### src/logic/cpp_pkg.sv
// Shared constants and types of the phase-sequenced 8-bit core.
// Assumes one synchronous clock domain and an AXI4-Lite control port.
package cpp_pkg;

	// Instruction cycle made of four phases, one per core clock.
	localparam int PHASES_PER_CYCLE = 4;
	typedef enum logic [1:0] {
		PH_ONE = 2'b00,
		PH_TWO = 2'b01,
		PH_THREE = 2'b10,
		PH_FOUR = 2'b11
	} cpp_phase_t;

	// Opcode lives in the top nibble of the 12-bit instruction word.
	typedef enum logic [3:0] {
		OP_NOP = 4'h0,
		OP_ADD = 4'h1,
		OP_SUB = 4'h2,
		OP_AND = 4'h3,
		OP_OR = 4'h4,
		OP_XOR = 4'h5,
		OP_MOVF = 4'h6,
		OP_MOVWF = 4'h7,
		OP_RRF = 4'h8,
		OP_RLF = 4'h9,
		OP_COMF = 4'hA,
		OP_INCF = 4'hB,
		OP_ADDLW = 4'hC,
		OP_ANDLW = 4'hD,
		OP_MOVLW = 4'hE,
		OP_JUMP = 4'hF
	} cpp_op_t;

	typedef struct packed {
		logic [7:0] val;
		logic c;
		logic nc;
		logic upd_c;
		logic upd_nc;
		logic upd_z;
	} cpp_alu_t;

	localparam logic [11:0] NOP_WORD = 12'h000;
	localparam logic [11:0] PTR_RST = 12'h000;
	localparam logic [7:0] ACC_RST = 8'h00;
	localparam logic [7:0] FSR_RST = 8'hE0;
	localparam logic [2:0] FLAGS_RST = 3'h0;
	localparam int DEST_BIT = 5;
	localparam int C_BIT = 0;
	localparam int NC_BIT = 1;
	localparam int Z_BIT = 2;

	// Special registers inside the data register file space.
	localparam logic [4:0] SFR_INDIRECT = 5'h00;
	localparam logic [4:0] SFR_PTR_LOW = 5'h02;
	localparam logic [4:0] SFR_FLAGS = 5'h03;
	localparam logic [4:0] SFR_SELECT = 5'h04;

	// AXI4-Lite register byte offsets.
	localparam logic [7:0] REG_CTRL = 8'h00;
	localparam logic [7:0] REG_STATE = 8'h04;
	localparam logic [7:0] REG_FETCH = 8'h08;
	localparam logic [7:0] REG_ACC = 8'h0C;
	localparam logic [7:0] REG_INSN = 8'h10;
	localparam logic CTRL_RUN_RST = 1'b0;
	localparam logic [1:0] RESP_OKAY = 2'b00;
	localparam logic [1:0] RESP_SLVERR = 2'b10;

endpackage

### src/logic/cpp_regfile.sv
// Data register file of the core: 32 bytes, one write and one read port.
// Assumes the core issues the read one cycle before it needs the byte.
`timescale 1ns/1ns
`default_nettype none
module cpp_regfile
(
	// Clock
	input wire logic clk,
	// Write port
	input wire logic we,
	input wire logic [4:0] waddr,
	input wire logic [7:0] wdata,
	// Read port
	input wire logic re,
	input wire logic [4:0] raddr,
	output logic [7:0] rdata_r
);
	logic [7:0] mem [32];

	always_ff @(posedge clk)
	begin
		if (we)
			mem[waddr] <= wdata;
	end

	always_ff @(posedge clk)
	begin
		if (re)
			rdata_r <= mem[raddr];
	end
endmodule
`default_nettype wire

### src/logic/cpp_core.sv
// Phase-sequenced two-stage core with an 8-bit ALU and AXI4-Lite control.
// Assumes program memory answers within three core clocks on prog_data.
//
// Overview of operation
// - Core clock is counted into four ordered, non-overlapping phases.
// - An instruction cycle is exactly four phases; all sequencing uses them.
// - Fetch pointer increments in phase one, opening each fetch cycle.
// - Fetched word enters the instruction latch in phase four.
// - Latched instruction decodes and executes in phases two to four next cycle.
// - File operand is read in phase two, result written in phase four.
// - Next fetch overlaps current execution, giving one instruction per cycle.
// - Instructions that change the fetch pointer take two instruction cycles.
// - Instructions are single 12-bit words on a dedicated program bus.
// - Program and data use separate buses, usable in the same cycle.
// - Every instruction finishes in one cycle except program branches.
// - ALU is 8 bits: add, subtract, shift and logical operations.
// - Arithmetic is two's complement.
// - Two-operand ops pair the accumulator with a file byte or literal.
// - Single-operand ops work on a file byte, result to the accumulator or the file.
// - Accumulator is 8 bits and has no register file address.
// - ALU updates carry, nibble carry and zero flags per instruction.
// - Subtraction carry and nibble carry are inverted borrows.
// - Special registers, fetch pointer low byte included, sit in file space.
// - Fetch pointer is 12 bits wide.
`timescale 1ns/1ns
`default_nettype none
module cpp_core
(
	// Clock and reset
	input wire logic core_clk,
	input wire logic rst_n,
	// Program bus
	output logic [11:0] prog_addr,
	input wire logic [11:0] prog_data,
	// AXI4-Lite write
	input wire logic [7:0] s_axi_awaddr,
	input wire logic s_axi_awvalid,
	output logic s_axi_awready,
	input wire logic [31:0] s_axi_wdata,
	input wire logic [3:0] s_axi_wstrb,
	input wire logic s_axi_wvalid,
	output logic s_axi_wready,
	output logic [1:0] s_axi_bresp,
	output logic s_axi_bvalid,
	input wire logic s_axi_bready,
	// AXI4-Lite read
	input wire logic [7:0] s_axi_araddr,
	input wire logic s_axi_arvalid,
	output logic s_axi_arready,
	output logic [31:0] s_axi_rdata,
	output logic [1:0] s_axi_rresp,
	output logic s_axi_rvalid,
	input wire logic s_axi_rready
);
	cpp_pkg::cpp_phase_t phase_r;
	cpp_pkg::cpp_op_t op;
	cpp_pkg::cpp_alu_t res_r;
	logic run_r;
	logic [11:0] fetch_pointer_r;
	logic [11:0] prog_addr_r;
	logic [11:0] instruction_latch_r;
	logic [7:0] acc_r;
	logic [7:0] fsr_r;
	logic [2:0] flags_r;
	logic [7:0] opnd;
	logic [7:0] rf_rdata_r;
	logic [4:0] faddr;
	logic [4:0] eff;
	logic dest_file;
	logic wr_file;
	logic rf_re;
	logic rf_we;
	logic branch_now;
	logic p2;
	logic p3;
	logic p4;

	function automatic logic uses_file(input cpp_pkg::cpp_op_t o);
		return o inside {cpp_pkg::OP_ADD, cpp_pkg::OP_SUB, cpp_pkg::OP_AND,
			cpp_pkg::OP_OR, cpp_pkg::OP_XOR, cpp_pkg::OP_MOVF, cpp_pkg::OP_RRF,
			cpp_pkg::OP_RLF, cpp_pkg::OP_COMF, cpp_pkg::OP_INCF};
	endfunction

	function automatic logic writes_file(input cpp_pkg::cpp_op_t o, input logic d);
		return (uses_file(o) && d) || (o == cpp_pkg::OP_MOVWF);
	endfunction

	function automatic cpp_pkg::cpp_alu_t alu(input cpp_pkg::cpp_op_t o,
		input logic [7:0] a, input logic [7:0] f, input logic [7:0] lit,
		input logic cin);
		logic [8:0] s;
		logic [4:0] n;
		cpp_pkg::cpp_alu_t r;
		s = 9'h000;
		n = 5'h00;
		r = '0;
		r.upd_z = 1'b1;
		unique case (o)
			cpp_pkg::OP_ADD, cpp_pkg::OP_ADDLW:
			begin
				s = {1'b0, (o == cpp_pkg::OP_ADD) ? f : lit} + {1'b0, a};
				n = {1'b0, (o == cpp_pkg::OP_ADD) ? f[3:0] : lit[3:0]} + {1'b0, a[3:0]};
				r.val = s[7:0];
				r.c = s[8];
				r.nc = n[4];
				r.upd_c = 1'b1;
				r.upd_nc = 1'b1;
			end
			cpp_pkg::OP_SUB:
			begin
				// Two's complement f - acc; a set carry means no borrow.
				s = {1'b0, f} - {1'b0, a};
				n = {1'b0, f[3:0]} - {1'b0, a[3:0]};
				r.val = s[7:0];
				r.c = ~s[8];
				r.nc = ~n[4];
				r.upd_c = 1'b1;
				r.upd_nc = 1'b1;
			end
			cpp_pkg::OP_AND: r.val = f & a;
			cpp_pkg::OP_OR: r.val = f | a;
			cpp_pkg::OP_XOR: r.val = f ^ a;
			cpp_pkg::OP_ANDLW: r.val = lit & a;
			cpp_pkg::OP_MOVF: r.val = f;
			cpp_pkg::OP_COMF: r.val = ~f;
			cpp_pkg::OP_INCF: r.val = f + 8'h01;
			cpp_pkg::OP_RRF:
			begin
				r.val = {cin, f[7:1]};
				r.c = f[0];
				r.upd_c = 1'b1;
				r.upd_z = 1'b0;
			end
			cpp_pkg::OP_RLF:
			begin
				r.val = {f[6:0], cin};
				r.c = f[7];
				r.upd_c = 1'b1;
				r.upd_z = 1'b0;
			end
			cpp_pkg::OP_MOVWF:
			begin
				r.val = a;
				r.upd_z = 1'b0;
			end
			cpp_pkg::OP_MOVLW:
			begin
				r.val = lit;
				r.upd_z = 1'b0;
			end
			cpp_pkg::OP_NOP, cpp_pkg::OP_JUMP:
			begin
				r.val = a;
				r.upd_z = 1'b0;
			end
		endcase
		return r;
	endfunction

	// Decode of the word held in the instruction latch.
	assign op = cpp_pkg::cpp_op_t'(instruction_latch_r[11:8]);
	assign faddr = instruction_latch_r[4:0];
	assign dest_file = instruction_latch_r[cpp_pkg::DEST_BIT];
	assign eff = (faddr == cpp_pkg::SFR_INDIRECT) ? fsr_r[4:0] : faddr;
	assign wr_file = writes_file(op, dest_file);
	assign p2 = run_r && (phase_r == cpp_pkg::PH_TWO);
	assign p3 = run_r && (phase_r == cpp_pkg::PH_THREE);
	assign p4 = run_r && (phase_r == cpp_pkg::PH_FOUR);
	assign rf_re = p2 && uses_file(op);
	assign rf_we = p4 && wr_file && !(eff inside {cpp_pkg::SFR_PTR_LOW,
		cpp_pkg::SFR_FLAGS, cpp_pkg::SFR_SELECT});
	// Writing the low pointer byte is a branch just like a jump.
	assign branch_now = p4 && ((op == cpp_pkg::OP_JUMP) ||
		(wr_file && eff == cpp_pkg::SFR_PTR_LOW));
	assign prog_addr = prog_addr_r;

	// Special registers overlay the file; the accumulator is not reachable here.
	always_comb
	begin
		unique case (eff)
			cpp_pkg::SFR_PTR_LOW: opnd = fetch_pointer_r[7:0];
			cpp_pkg::SFR_FLAGS: opnd = {5'h00, flags_r};
			cpp_pkg::SFR_SELECT: opnd = fsr_r;
			default: opnd = rf_rdata_r;
		endcase
	end

	// Data accesses use their own port, so they can coincide with a fetch.
	cpp_regfile u_rf
	(
		.clk(core_clk),
		.we(rf_we),
		.waddr(eff),
		.wdata(res_r.val),
		.re(rf_re),
		.raddr(eff),
		.rdata_r(rf_rdata_r)
	);

	// Phase sequencer; it only stands still while software holds run low.
	always_ff @(posedge core_clk)
	begin
		if (!rst_n)
			phase_r <= cpp_pkg::PH_ONE;
		else if (run_r)
			phase_r <= cpp_cpp_next(phase_r);
	end

	function automatic cpp_pkg::cpp_phase_t cpp_cpp_next(input cpp_pkg::cpp_phase_t p);
		return cpp_pkg::cpp_phase_t'(p + 2'b01);
	endfunction

	// Fetch pointer and program bus address.
	always_ff @(posedge core_clk)
	begin
		if (!rst_n)
		begin
			fetch_pointer_r <= cpp_pkg::PTR_RST;
			prog_addr_r <= cpp_pkg::PTR_RST;
		end
		else if (run_r && phase_r == cpp_pkg::PH_ONE)
		begin
			prog_addr_r <= fetch_pointer_r;
			fetch_pointer_r <= fetch_pointer_r + 12'h001;
		end
		else if (branch_now)
		begin
			if (op == cpp_pkg::OP_JUMP)
				fetch_pointer_r <= {4'h0, instruction_latch_r[7:0]};
			else
				fetch_pointer_r <= {fetch_pointer_r[11:8], res_r.val};
		end
	end

	// The fetch of the next word overlaps this execution; a branch flushes it.
	always_ff @(posedge core_clk)
	begin
		if (!rst_n)
			instruction_latch_r <= cpp_pkg::NOP_WORD;
		else if (branch_now)
			instruction_latch_r <= cpp_pkg::NOP_WORD;
		else if (p4)
			instruction_latch_r <= prog_data;
	end

	// ALU result forms in phase three from the operand read in phase two.
	always_ff @(posedge core_clk)
	begin
		if (!rst_n)
			res_r <= '0;
		else if (p3)
			res_r <= alu(op, acc_r, opnd, instruction_latch_r[7:0],
				flags_r[cpp_pkg::C_BIT]);
	end

	// Destination write and flag update in phase four.
	always_ff @(posedge core_clk)
	begin
		if (!rst_n)
			acc_r <= cpp_pkg::ACC_RST;
		else if (p4 && !wr_file && op != cpp_pkg::OP_JUMP)
			acc_r <= res_r.val;
	end

	always_ff @(posedge core_clk)
	begin
		if (!rst_n)
			fsr_r <= cpp_pkg::FSR_RST;
		else if (p4 && wr_file && eff == cpp_pkg::SFR_SELECT)
			fsr_r <= res_r.val;
	end

	// An explicit write of the flag register wins over the ALU's own flags.
	always_ff @(posedge core_clk)
	begin
		if (!rst_n)
			flags_r <= cpp_pkg::FLAGS_RST;
		else if (p4 && wr_file && eff == cpp_pkg::SFR_FLAGS)
			flags_r <= res_r.val[2:0];
		else if (p4)
		begin
			if (res_r.upd_c)
				flags_r[cpp_pkg::C_BIT] <= res_r.c;
			if (res_r.upd_nc)
				flags_r[cpp_pkg::NC_BIT] <= res_r.nc;
			if (res_r.upd_z)
				flags_r[cpp_pkg::Z_BIT] <= (res_r.val == 8'h00);
		end
	end

	// AXI4-Lite write side: address and data are taken in either order.
	logic aw_held_r;
	logic w_held_r;
	logic bvalid_r;
	logic [1:0] bresp_r;
	logic [7:0] awaddr_r;
	logic [31:0] wdata_r;
	logic [3:0] wstrb_r;

	assign s_axi_awready = !aw_held_r && !bvalid_r;
	assign s_axi_wready = !w_held_r && !bvalid_r;
	assign s_axi_bvalid = bvalid_r;
	assign s_axi_bresp = bresp_r;

	always_ff @(posedge core_clk)
	begin
		if (!rst_n)
		begin
			aw_held_r <= 1'b0;
			w_held_r <= 1'b0;
			awaddr_r <= 8'h00;
			wdata_r <= 32'h0000_0000;
			wstrb_r <= 4'h0;
		end
		else if (aw_held_r && w_held_r)
		begin
			aw_held_r <= 1'b0;
			w_held_r <= 1'b0;
		end
		else
		begin
			if (s_axi_awvalid && s_axi_awready)
			begin
				aw_held_r <= 1'b1;
				awaddr_r <= s_axi_awaddr;
			end
			if (s_axi_wvalid && s_axi_wready)
			begin
				w_held_r <= 1'b1;
				wdata_r <= s_axi_wdata;
				wstrb_r <= s_axi_wstrb;
			end
		end
	end

	// Only the control word is writable; other offsets answer with an error.
	always_ff @(posedge core_clk)
	begin
		if (!rst_n)
		begin
			bvalid_r <= 1'b0;
			bresp_r <= cpp_pkg::RESP_OKAY;
			run_r <= cpp_pkg::CTRL_RUN_RST;
		end
		else if (aw_held_r && w_held_r)
		begin
			bvalid_r <= 1'b1;
			if (awaddr_r[7:2] == cpp_pkg::REG_CTRL[7:2])
			begin
				bresp_r <= cpp_pkg::RESP_OKAY;
				if (wstrb_r[0])
					run_r <= wdata_r[0];
			end
			else
				bresp_r <= cpp_pkg::RESP_SLVERR;
		end
		else if (s_axi_bready)
			bvalid_r <= 1'b0;
	end

	// AXI4-Lite read side.
	logic rvalid_r;
	logic [1:0] rresp_r;
	logic [31:0] rdata_r;

	assign s_axi_arready = !rvalid_r;
	assign s_axi_rvalid = rvalid_r;
	assign s_axi_rresp = rresp_r;
	assign s_axi_rdata = rdata_r;

	always_ff @(posedge core_clk)
	begin
		if (!rst_n)
		begin
			rvalid_r <= 1'b0;
			rresp_r <= cpp_pkg::RESP_OKAY;
			rdata_r <= 32'h0000_0000;
		end
		else if (s_axi_arvalid && !rvalid_r)
		begin
			rvalid_r <= 1'b1;
			rresp_r <= cpp_pkg::RESP_OKAY;
			unique case ({s_axi_araddr[7:2], 2'b00})
				cpp_pkg::REG_CTRL: rdata_r <= {31'h0000_0000, run_r};
				cpp_pkg::REG_STATE: rdata_r <= {27'h000_0000, flags_r, phase_r};
				cpp_pkg::REG_FETCH: rdata_r <= {20'h0_0000, fetch_pointer_r};
				cpp_pkg::REG_ACC: rdata_r <= {16'h0000, fsr_r, acc_r};
				cpp_pkg::REG_INSN: rdata_r <= {20'h0_0000, instruction_latch_r};
				default:
				begin
					rdata_r <= 32'h0000_0000;
					rresp_r <= cpp_pkg::RESP_SLVERR;
				end
			endcase
		end
		else if (s_axi_rready)
			rvalid_r <= 1'b0;
	end

	a_phase_order:
	assert property (@(posedge core_clk) disable iff (!rst_n)
		(run_r && phase_r == cpp_pkg::PH_ONE) |=> phase_r == cpp_pkg::PH_TWO)
	else $error("phase two did not follow phase one");

	a_cycle_length:
	assert property (@(posedge core_clk) disable iff (!rst_n)
		(phase_r == cpp_pkg::PH_FOUR && run_r) ##1 run_r [*4]
		|-> phase_r == cpp_pkg::PH_FOUR)
	else $error("instruction cycle is not four phases");

	a_pointer_step:
	assert property (@(posedge core_clk) disable iff (!rst_n)
		(run_r && phase_r == cpp_pkg::PH_ONE)
		|=> fetch_pointer_r == $past(fetch_pointer_r) + 12'h001)
	else $error("fetch pointer did not step in phase one");

	a_latch_fetch:
	assert property (@(posedge core_clk) disable iff (!rst_n)
		(p4 && !branch_now) |=> instruction_latch_r == $past(prog_data))
	else $error("instruction latch missed the fetched word");

	// A software halt freezes the phases mid-cycle, so the read-phase and branch-flush checks stand down then.
	a_read_phase:
	assert property (@(posedge core_clk) disable iff (!rst_n || !run_r)
		rf_re |-> phase_r == cpp_pkg::PH_TWO ##2 (phase_r == cpp_pkg::PH_FOUR))
	else $error("operand read outside phase two");

	a_write_phase:
	assert property (@(posedge core_clk) disable iff (!rst_n)
		rf_we |-> phase_r == cpp_pkg::PH_FOUR && $past(phase_r, 2) == cpp_pkg::PH_TWO)
	else $error("file write outside phase four");

	a_acc_update:
	assert property (@(posedge core_clk) disable iff (!rst_n)
		(acc_r != $past(acc_r)) |-> $past(phase_r) == cpp_pkg::PH_FOUR)
	else $error("accumulator changed outside phase four");

	a_branch_flush:
	assert property (@(posedge core_clk) disable iff (!rst_n || !run_r)
		branch_now |=> instruction_latch_r == cpp_pkg::NOP_WORD
		##1 prog_addr_r == $past(fetch_pointer_r))
	else $error("branch did not flush and refetch");

	a_sub_borrow:
	assert property (@(posedge core_clk) disable iff (!rst_n)
		(p3 && op == cpp_pkg::OP_SUB) |=> res_r.c == ($past(opnd) >= $past(acc_r)))
	else $error("subtract carry is not an inverted borrow");
endmodule
`default_nettype wire

### config.mk
export PLATFORM = sky130hd
export DESIGN_NAME = cpp_core
export DESIGN_NICKNAME = d
export VERILOG_FILES = /design/src/logic/cpp_pkg.sv /design/src/logic/cpp_regfile.sv /design/src/logic/cpp_core.sv
export SDC_FILE = /design/constraint.sdc
export NUM_CORES = 1
export LEC_CHECK = 0
export ABC_AREA = 1
export BUFFER_PORTS_ARGS = -buffer_cell sky130_fd_sc_hd__buf_2
export CAP_MARGIN = 20
export CORE_ASPECT_RATIO = 1.5
export CORE_MARGIN = 10
export CORE_UTILIZATION = 55
export DETAILED_ROUTE_END_ITERATION = 7
export PLACE_DENSITY = 0.79
export SETUP_SLACK_MARGIN = 0.1
export SYNTH_ARGS = -nofsm -noshare
export SYNTH_HDL_FRONTEND = slang
export SYNTH_SLANG_ARGS = --single-unit
### constraint.sdc
create_clock -name core_clk -period 3.3 [get_ports core_clk]
set_input_delay 0.33 -clock core_clk [delete_from_list [all_inputs] [get_ports core_clk]]
set_output_delay 0.33 -clock core_clk [all_outputs]
set_load 0.03 [all_outputs]
Word-level counts from Yosys, hierarchy flattened
Memories as Yosys holds them, arrays and structs flattened. A register that Yosys moved wholly into a read port is not among the register bits.
Cells that the tools add are included.
{"block": "op_classes", "add_sub_neg": 7, "eq_ne": 26, "mux": 27, "bitwise_logic": 9, "n_reduce_logical": 59}
{"op": "$pmux 8 s13", "count": 1}
{"op": "$pmux 16 s5", "count": 1}
{"op": "$mux 12", "count": 3}
{"op": "$eq 4x4->1 const B", "count": 8}
{"op": "$pmux 8 s3", "count": 1}
{"op": "$logic_and 1x1->1", "count": 20}
{"op": "$and 8x8->8", "count": 2}
{"op": "$eq 4x3->1 const B", "count": 4}
{"op": "$reduce_bool 2->1", "count": 8}
{"op": "$add 12x1->12 const B", "count": 1}
{"op": "$eq 6x2->1 const B", "count": 2}
{"op": "$logic_not 6->1", "count": 2}
{"op": "$mux 1", "count": 12}
{"op": "$reduce_and 2->1", "count": 6}
{"op": "$eq 5x2->1 const B", "count": 2}
{"op": "$reduce_bool 10->1", "count": 1}
{"op": "$reduce_or 5->1", "count": 2}
{"op": "$add 8x8->9", "count": 1}
{"op": "$sub 8x8->9", "count": 1}
{"op": "$add 8x1->8 const B", "count": 1}
{"op": "$eq 4x2->1 const B", "count": 2}
{"op": "$logic_not 8->1", "count": 1}
{"op": "$mux 8", "count": 1}
{"op": "$not 8->8", "count": 1}
{"op": "other kinds (29)", "count": 44}
{"block": "totals", "regBits": 121, "ramBits": 256, "input_bits": 71, "output_inout_bits": 53, "wordCells": 156, "n_memories": 1}
{"name": "u_rf.mem", "depth": 32, "word_bits": 8, "read_ports": 1, "rd_ports_with_merged_regs": 1, "write_ports": 1, "line": "cpp_regfile.sv:18", "source": "logic [7:0] mem [32];"}

Longest topological paths before layout
{"block": "logic_depth", "word_depth": 9, "mapped_depth": 30}

Hierarchy
From an unflattened synthesis, not the netlist that was laid out.
{"block": "unflattened", "hier_cells": 1924, "hier_area_um2": 17570.6}
{"mod": "cpp_regfile", "n_inst": 1, "cells_per_inst": 922, "area_per_inst_um2": 10866.7, "seq_area_each_um2": 7927.6}
{"mod": "cpp_core", "n_inst": 1, "cells_per_inst": 1002, "area_per_inst_um2": 6703.9, "seq_area_each_um2": 2021.9}

Least setup slack after synthesis
OpenSTA, ideal clock, no wires.
{"block": "synth_path", "kind": "register to register", "start": "register instruction_latch_r[4]", "end": "register res_r[4] in the netlist's numbering", "arrival_ns": 3.148, "required_ns": 3.168, "setup_slack_ns": 0.020, "path_stages_with_launch": 25, "path_buffers": 1, "path_cell_list": "dfxtp_1 inv_1 buf_4 nand3_4 nor2_1 nor2_2 nand3_4 nand3_2 inv_2 nor2_8 o21ai_0 ha_1 fa_1 nand3_1 nand2_1 nand2_1 nand2_1 a21oi_1 nor2_1 o21ai_0 a21oi_1 a21oi_1 o211ai_1 nand2_1 a21oi_1"}
{"block": "synth_via", "elab_chain_len": 7}
{"item": "start: declaration", "line": "cpp_core.sv:61", "source": "logic [11:0] instruction_latch_r;"}
{"item": "start signal: assignment", "line": "cpp_core.sv:239", "source": "instruction_latch_r <= cpp_pkg::NOP_WORD;"}
{"item": "start signal: assignment", "line": "cpp_core.sv:241", "source": "instruction_latch_r <= cpp_pkg::NOP_WORD;"}
{"item": "start signal: assignment", "line": "cpp_core.sv:243", "source": "instruction_latch_r <= prog_data;"}
{"item": "$logic_not 5->1", "line": "cpp_core.sv:164", "source": "assign eff = (faddr == cpp_pkg::SFR_INDIRECT) ? fsr_r[4:0] : faddr;"}
{"item": "$mux 5", "line": "cpp_core.sv:164"}
{"item": "$eq 5x3->1 or $eq 5x2->1 (tied branches)", "line": "cpp_core.sv:180", "source": "unique case (eff)"}
{"item": "$pmux 8 s3", "line": "cpp_core.sv:180"}
{"item": "$mux 8 or $sub 8x8->9 (tied branches)", "line": "cpp_core.sv:101, cpp_core.sv:112"}
{"item": "$add 8x8->9 or $not 1->1 (tied branches)", "line": "cpp_core.sv:101, cpp_core.sv:115"}
{"item": "$pmux 1 s4 *", "line": "cpp_core.sv:98", "source": "unique case (o)"}
{"item": "end signal: assignment", "line": "cpp_core.sv:252", "source": "res_r <= alu(op, acc_r, opnd, instruction_latch_r[7:0],"}
{"item": "end: declaration", "line": "cpp_core.sv:57", "source": "cpp_pkg::cpp_alu_t res_r;"}
Mark *: on every way between the ends. The rest lies on a longest branch, timed or not.
A chain may end at the register's enable or synchronous reset.

Worst setup path in the final report
{"block": "layout_path", "start": "register instruction_latch_r[0]", "end": "register res_r[12] in the netlist's numbering"}
{"block": "layout_via", "elab_chain_len": 7}
{"item": "$logic_not 5->1", "line": "cpp_core.sv:164"}
{"item": "$mux 5", "line": "cpp_core.sv:164"}
{"item": "$eq 5x3->1 or $eq 5x2->1 (tied branches)", "line": "cpp_core.sv:180"}
{"item": "$pmux 8 s3", "line": "cpp_core.sv:180"}
{"item": "$mux 8", "line": "cpp_core.sv:101", "source": "s = {1'b0, (o == cpp_pkg::OP_ADD) ? f : lit} + {1'b0, a};"}
{"item": "$add 8x8->9", "line": "cpp_core.sv:101"}
{"item": "$pmux 8 s13 *", "line": "cpp_core.sv:98"}
Marked as above.

==> summary.md <==
| Metric | Value |
|---|---|
| Chip height | `233 um` |
| Largest family of logic cells by synthesized area | `simple AND/OR/NAND/NOR gates` |
| Number of distinct library cells after synthesis | `54` |
| Worst Slack Setup Final | `-4.00 ps` |
| WP buf/inv | `6` |
| Cells after Synth | `~1.6k` |
| Number of flops mapped to enable cells by yosys | `264` |
| Global-route wire length before repair | `75600 um` |
| Pre-antenna DRT Iters | `8` |
| Post-synth top area cell | `edfxtp_1` |
| Async set-reset flop share out of synthesis | `0%` |
| Num CTS Buffers | `35` |
| Final clock skew | `14.0 ps` |
| Wire per inst | `around 22 um` |
| Setup TNS | `-5.39 ps` |
| Slew Viols, Final | `0` |
| H-tree depth | `2` |
| Mux cell area share after synthesis | `0.0603%` |
| Clock slew at reported path FFs | `70 ps` |
| Filler cell count | `2283` |
| Row count | `77` |
| Post-route ant nets | `0` |
| Least-Margin Pin Slew | `837 ps` |
| N_diodes | `0` |
| Core Area | `29700 um2` |
| Avg Cell Area, Syn | `10.1 um2` |
| Unrepaired setup endpoints after global routing | `true` |
| Ys Warns | `0` |
| Later-pin clock latency in the skew report | `540 ps` |
| Synth top area cells | `edfxtp_1, dfxtp_1, nand2_1` |
| Initial core utilization | `56.0%` |
| Synth-to-Final Area Change | `20.8%` |
| Io pins | `124` |
| Pleak | `between 7 and 8 nW` |
| CTS root buf | `clkbuf_16` |
| XOR/XNOR Fraction of Synth Area | `0.264%` |
| CP Launch Type | `register` |
| CP Max Fanout | `6` |
| #FFs+latches synth | `365` |
| CP Data Arrival Time | `3740 ps` |
| Via Count | `13.7k` |
| Simple-Gate Fraction of Synth Area | `17.1%` |
| Final Hold Violating Endpoints | `0` |
| Compound-Gate Fraction of Synth Area | `about 15%` |
| Worst Hold Class | `in -> reg` |
| Most common cell after layout, fill and taps aside | `nand2_1` |
| Max Cap Violations | `0` |
| Final WL | `49800 um` |
| Endpoints failing setup | `2` |
| Status | `finished with violations` |
| Detailed-route DRC error count | `0` |
| Number of global-route vias before repair | `around 14k` |
| Via/cell ratio | `5.93` |
| Cell area power density | `between 400 and 500 nW/um2` |
| Worst vdd ir | `523 uV` |
| DIE WIDTH | `162 um` |
| Synth top area share | `about 48%` |
| Most used cell, CP | `nand2_2` |
| Nets@finish | `1991` |
| Total die area | `37700 um2` |
| Fin Hold WS | `approximately 47 ps` |
| Crit. End Element | `register` |
| Final Cycle Share | `100%` |
| Crit-path slowest cell | `dfxtp_2` |
| WS Path Type | `reg -> reg` |
| Max Fclk | `303 MHz` |
| # port buffers | `67` |
| Delay-heaviest family, CP | `simple AND/OR/NAND/NOR gates` |
| Most frequent cells in the layout | `nand2_1, edfxtp_1, buf_4` |
| Failing checks | `setup timing` |
| Post-CTS Hold Fix Bufs | `0` |
| Aggregate global routing overflow | `0` |
| Post-Synth Adder-Cell Area | `2.28%` |
| Worst path max stage delay | `340 ps` |
| Initial drt markers | `about 1.2k` |
| CTS max path bufs | `3` |
| Layout cells sized above 1 | `21.7%` |
| GR Util All Layers | `25.8%` |
| Critical path data required time | `approximately 3700 ps` |
| CTS Sinks | `365` |
| Initial antenna violation count | `0` |
| Largest net degree at the start of global routing | `65` |
| CTS tree | `built` |
| DP HPWL | `approximately 34000 um` |
| Cell Area, Synth | `16600 um2` |
| Gpl congestion | `roughly 1.0` |
| Most used flip-flop cell after synthesis | `edfxtp_1` |
| Post-layout min period | `between 3000 and 4000 ps` |
| Sequential element share of the synthesized area | `59.9%` |
| Slew headroom | `44.1%` |
[synthesized netlist by cell type, drive strengths merged (34+ instances only)]
library cell	instances
nand2	321
edfxtp	264
nor2	179
inv	144
a21oi	113
o21ai	108
dfxtp	101
a22oi	78
nand3	70
clkbuf	39
buf	38
nand4	34
[per-layer routing]
layer / vias to the layer above / GRT usage (%) / wire, um
met3: 190 / 4.51 / 3840
met5: - / 0 / 0
met2: 701 / 45.6 / 25800
met4: 0 / 16.4 / 3340
li1: 6277 / - / -
met1: 6552 / 28.0 / 16900
[metrics by stage]
step	area, um2	utilization [%]	std cells	setup WS (ps)	total power [W]
detailed placement	18500	62.2	2234	-118	0.00518
CTS	19700	66.5	2304	-9.34	0.00921
finish	20100	67.6	2312	-4.00	0.00917
floorplan	16800	-	1688	105	0.00514
global placement	18500	62.2	2234	-54.4	0.00517
global route	20100	67.6	2312	-216	0.00942
[cells by family (layout without fill, tap and decap cells)]
family,after synthesis,after routing
AOI/OAI and AO/OA,395,395
xor gates and xnor gates,5,5
adders and majority gates,29,29
buffers and inverters,225,453
DFF,365,365
muxes,1,1
other,1,42
and+or+nand+nor,626,627
[flip-flops by register name, indices dropped and copies added, names as in the netlist, 2 cells and up]
name                 flops
fsr_r                    8
s_axi_rdata             16
u_rf.rdata_r             8
awaddr_r                 6
prog_addr               12
u_rf.mem               256
instruction_latch_r     12
acc_r                    8
res_r                   13
flags_r                  3
fetch_pointer_r         12
phase_r                  2
[power by group]
part           switching (W)  total, W  internal (W)
logic               0.000133  0.000180     0.0000471
registers          0.0000155   0.00490       0.00488
clock network        0.00171   0.00409       0.00238
total                0.00186   0.00917       0.00731
[worst reg2reg max path: cells and delay by family (launching register included)]
family,cells,cell delay [ps]
AO/OA/AOI/OAI,5,590
adder cells (fa/ha/maj),1,240
AND/OR/NAND/NOR,15,1600
flip-flops,1,340
buffers and inverters,6,450
[cell type report]
class                      count  area [um2]  share of cell area [%]
inverter                     148         558                    2.78
tap                          395         494                    2.46
clock inverter                20         230                    1.15
clock buffer                  43         947                    4.72
multi-input combinational   1099        6180                    30.8
sequential                   365        9960                    49.6
timing repair buffer         242        1700                    8.46
[what timing repair did]
action | 4_1_cts | 5_1_grt
endpoints found under the setup margin | 6 | 8
setup buffers | 7 | 7
resized for setup | 24 | 66
pin swaps | 21 | 42
gates cloned | 0 | 1
[worst paths after layout]
kind                                        from                   endpoint  slack (ps)  cells after the start
max          instruction_latch_r[0]$_SDFFE_PP0P_     res_r[12]$_SDFFE_PN0P_          -4                     27
min                                 s_axi_bready  s_axi_bvalid$_SDFFE_PN0P_          50                      4
max reg2reg  instruction_latch_r[0]$_SDFFE_PP0P_     res_r[12]$_SDFFE_PN0P_          -4                     27
min reg2reg             awaddr_r[2]$_SDFFE_PN0P_   awaddr_r[2]$_SDFFE_PN0P_         460                      2
(Power assumes the default switching activity.)
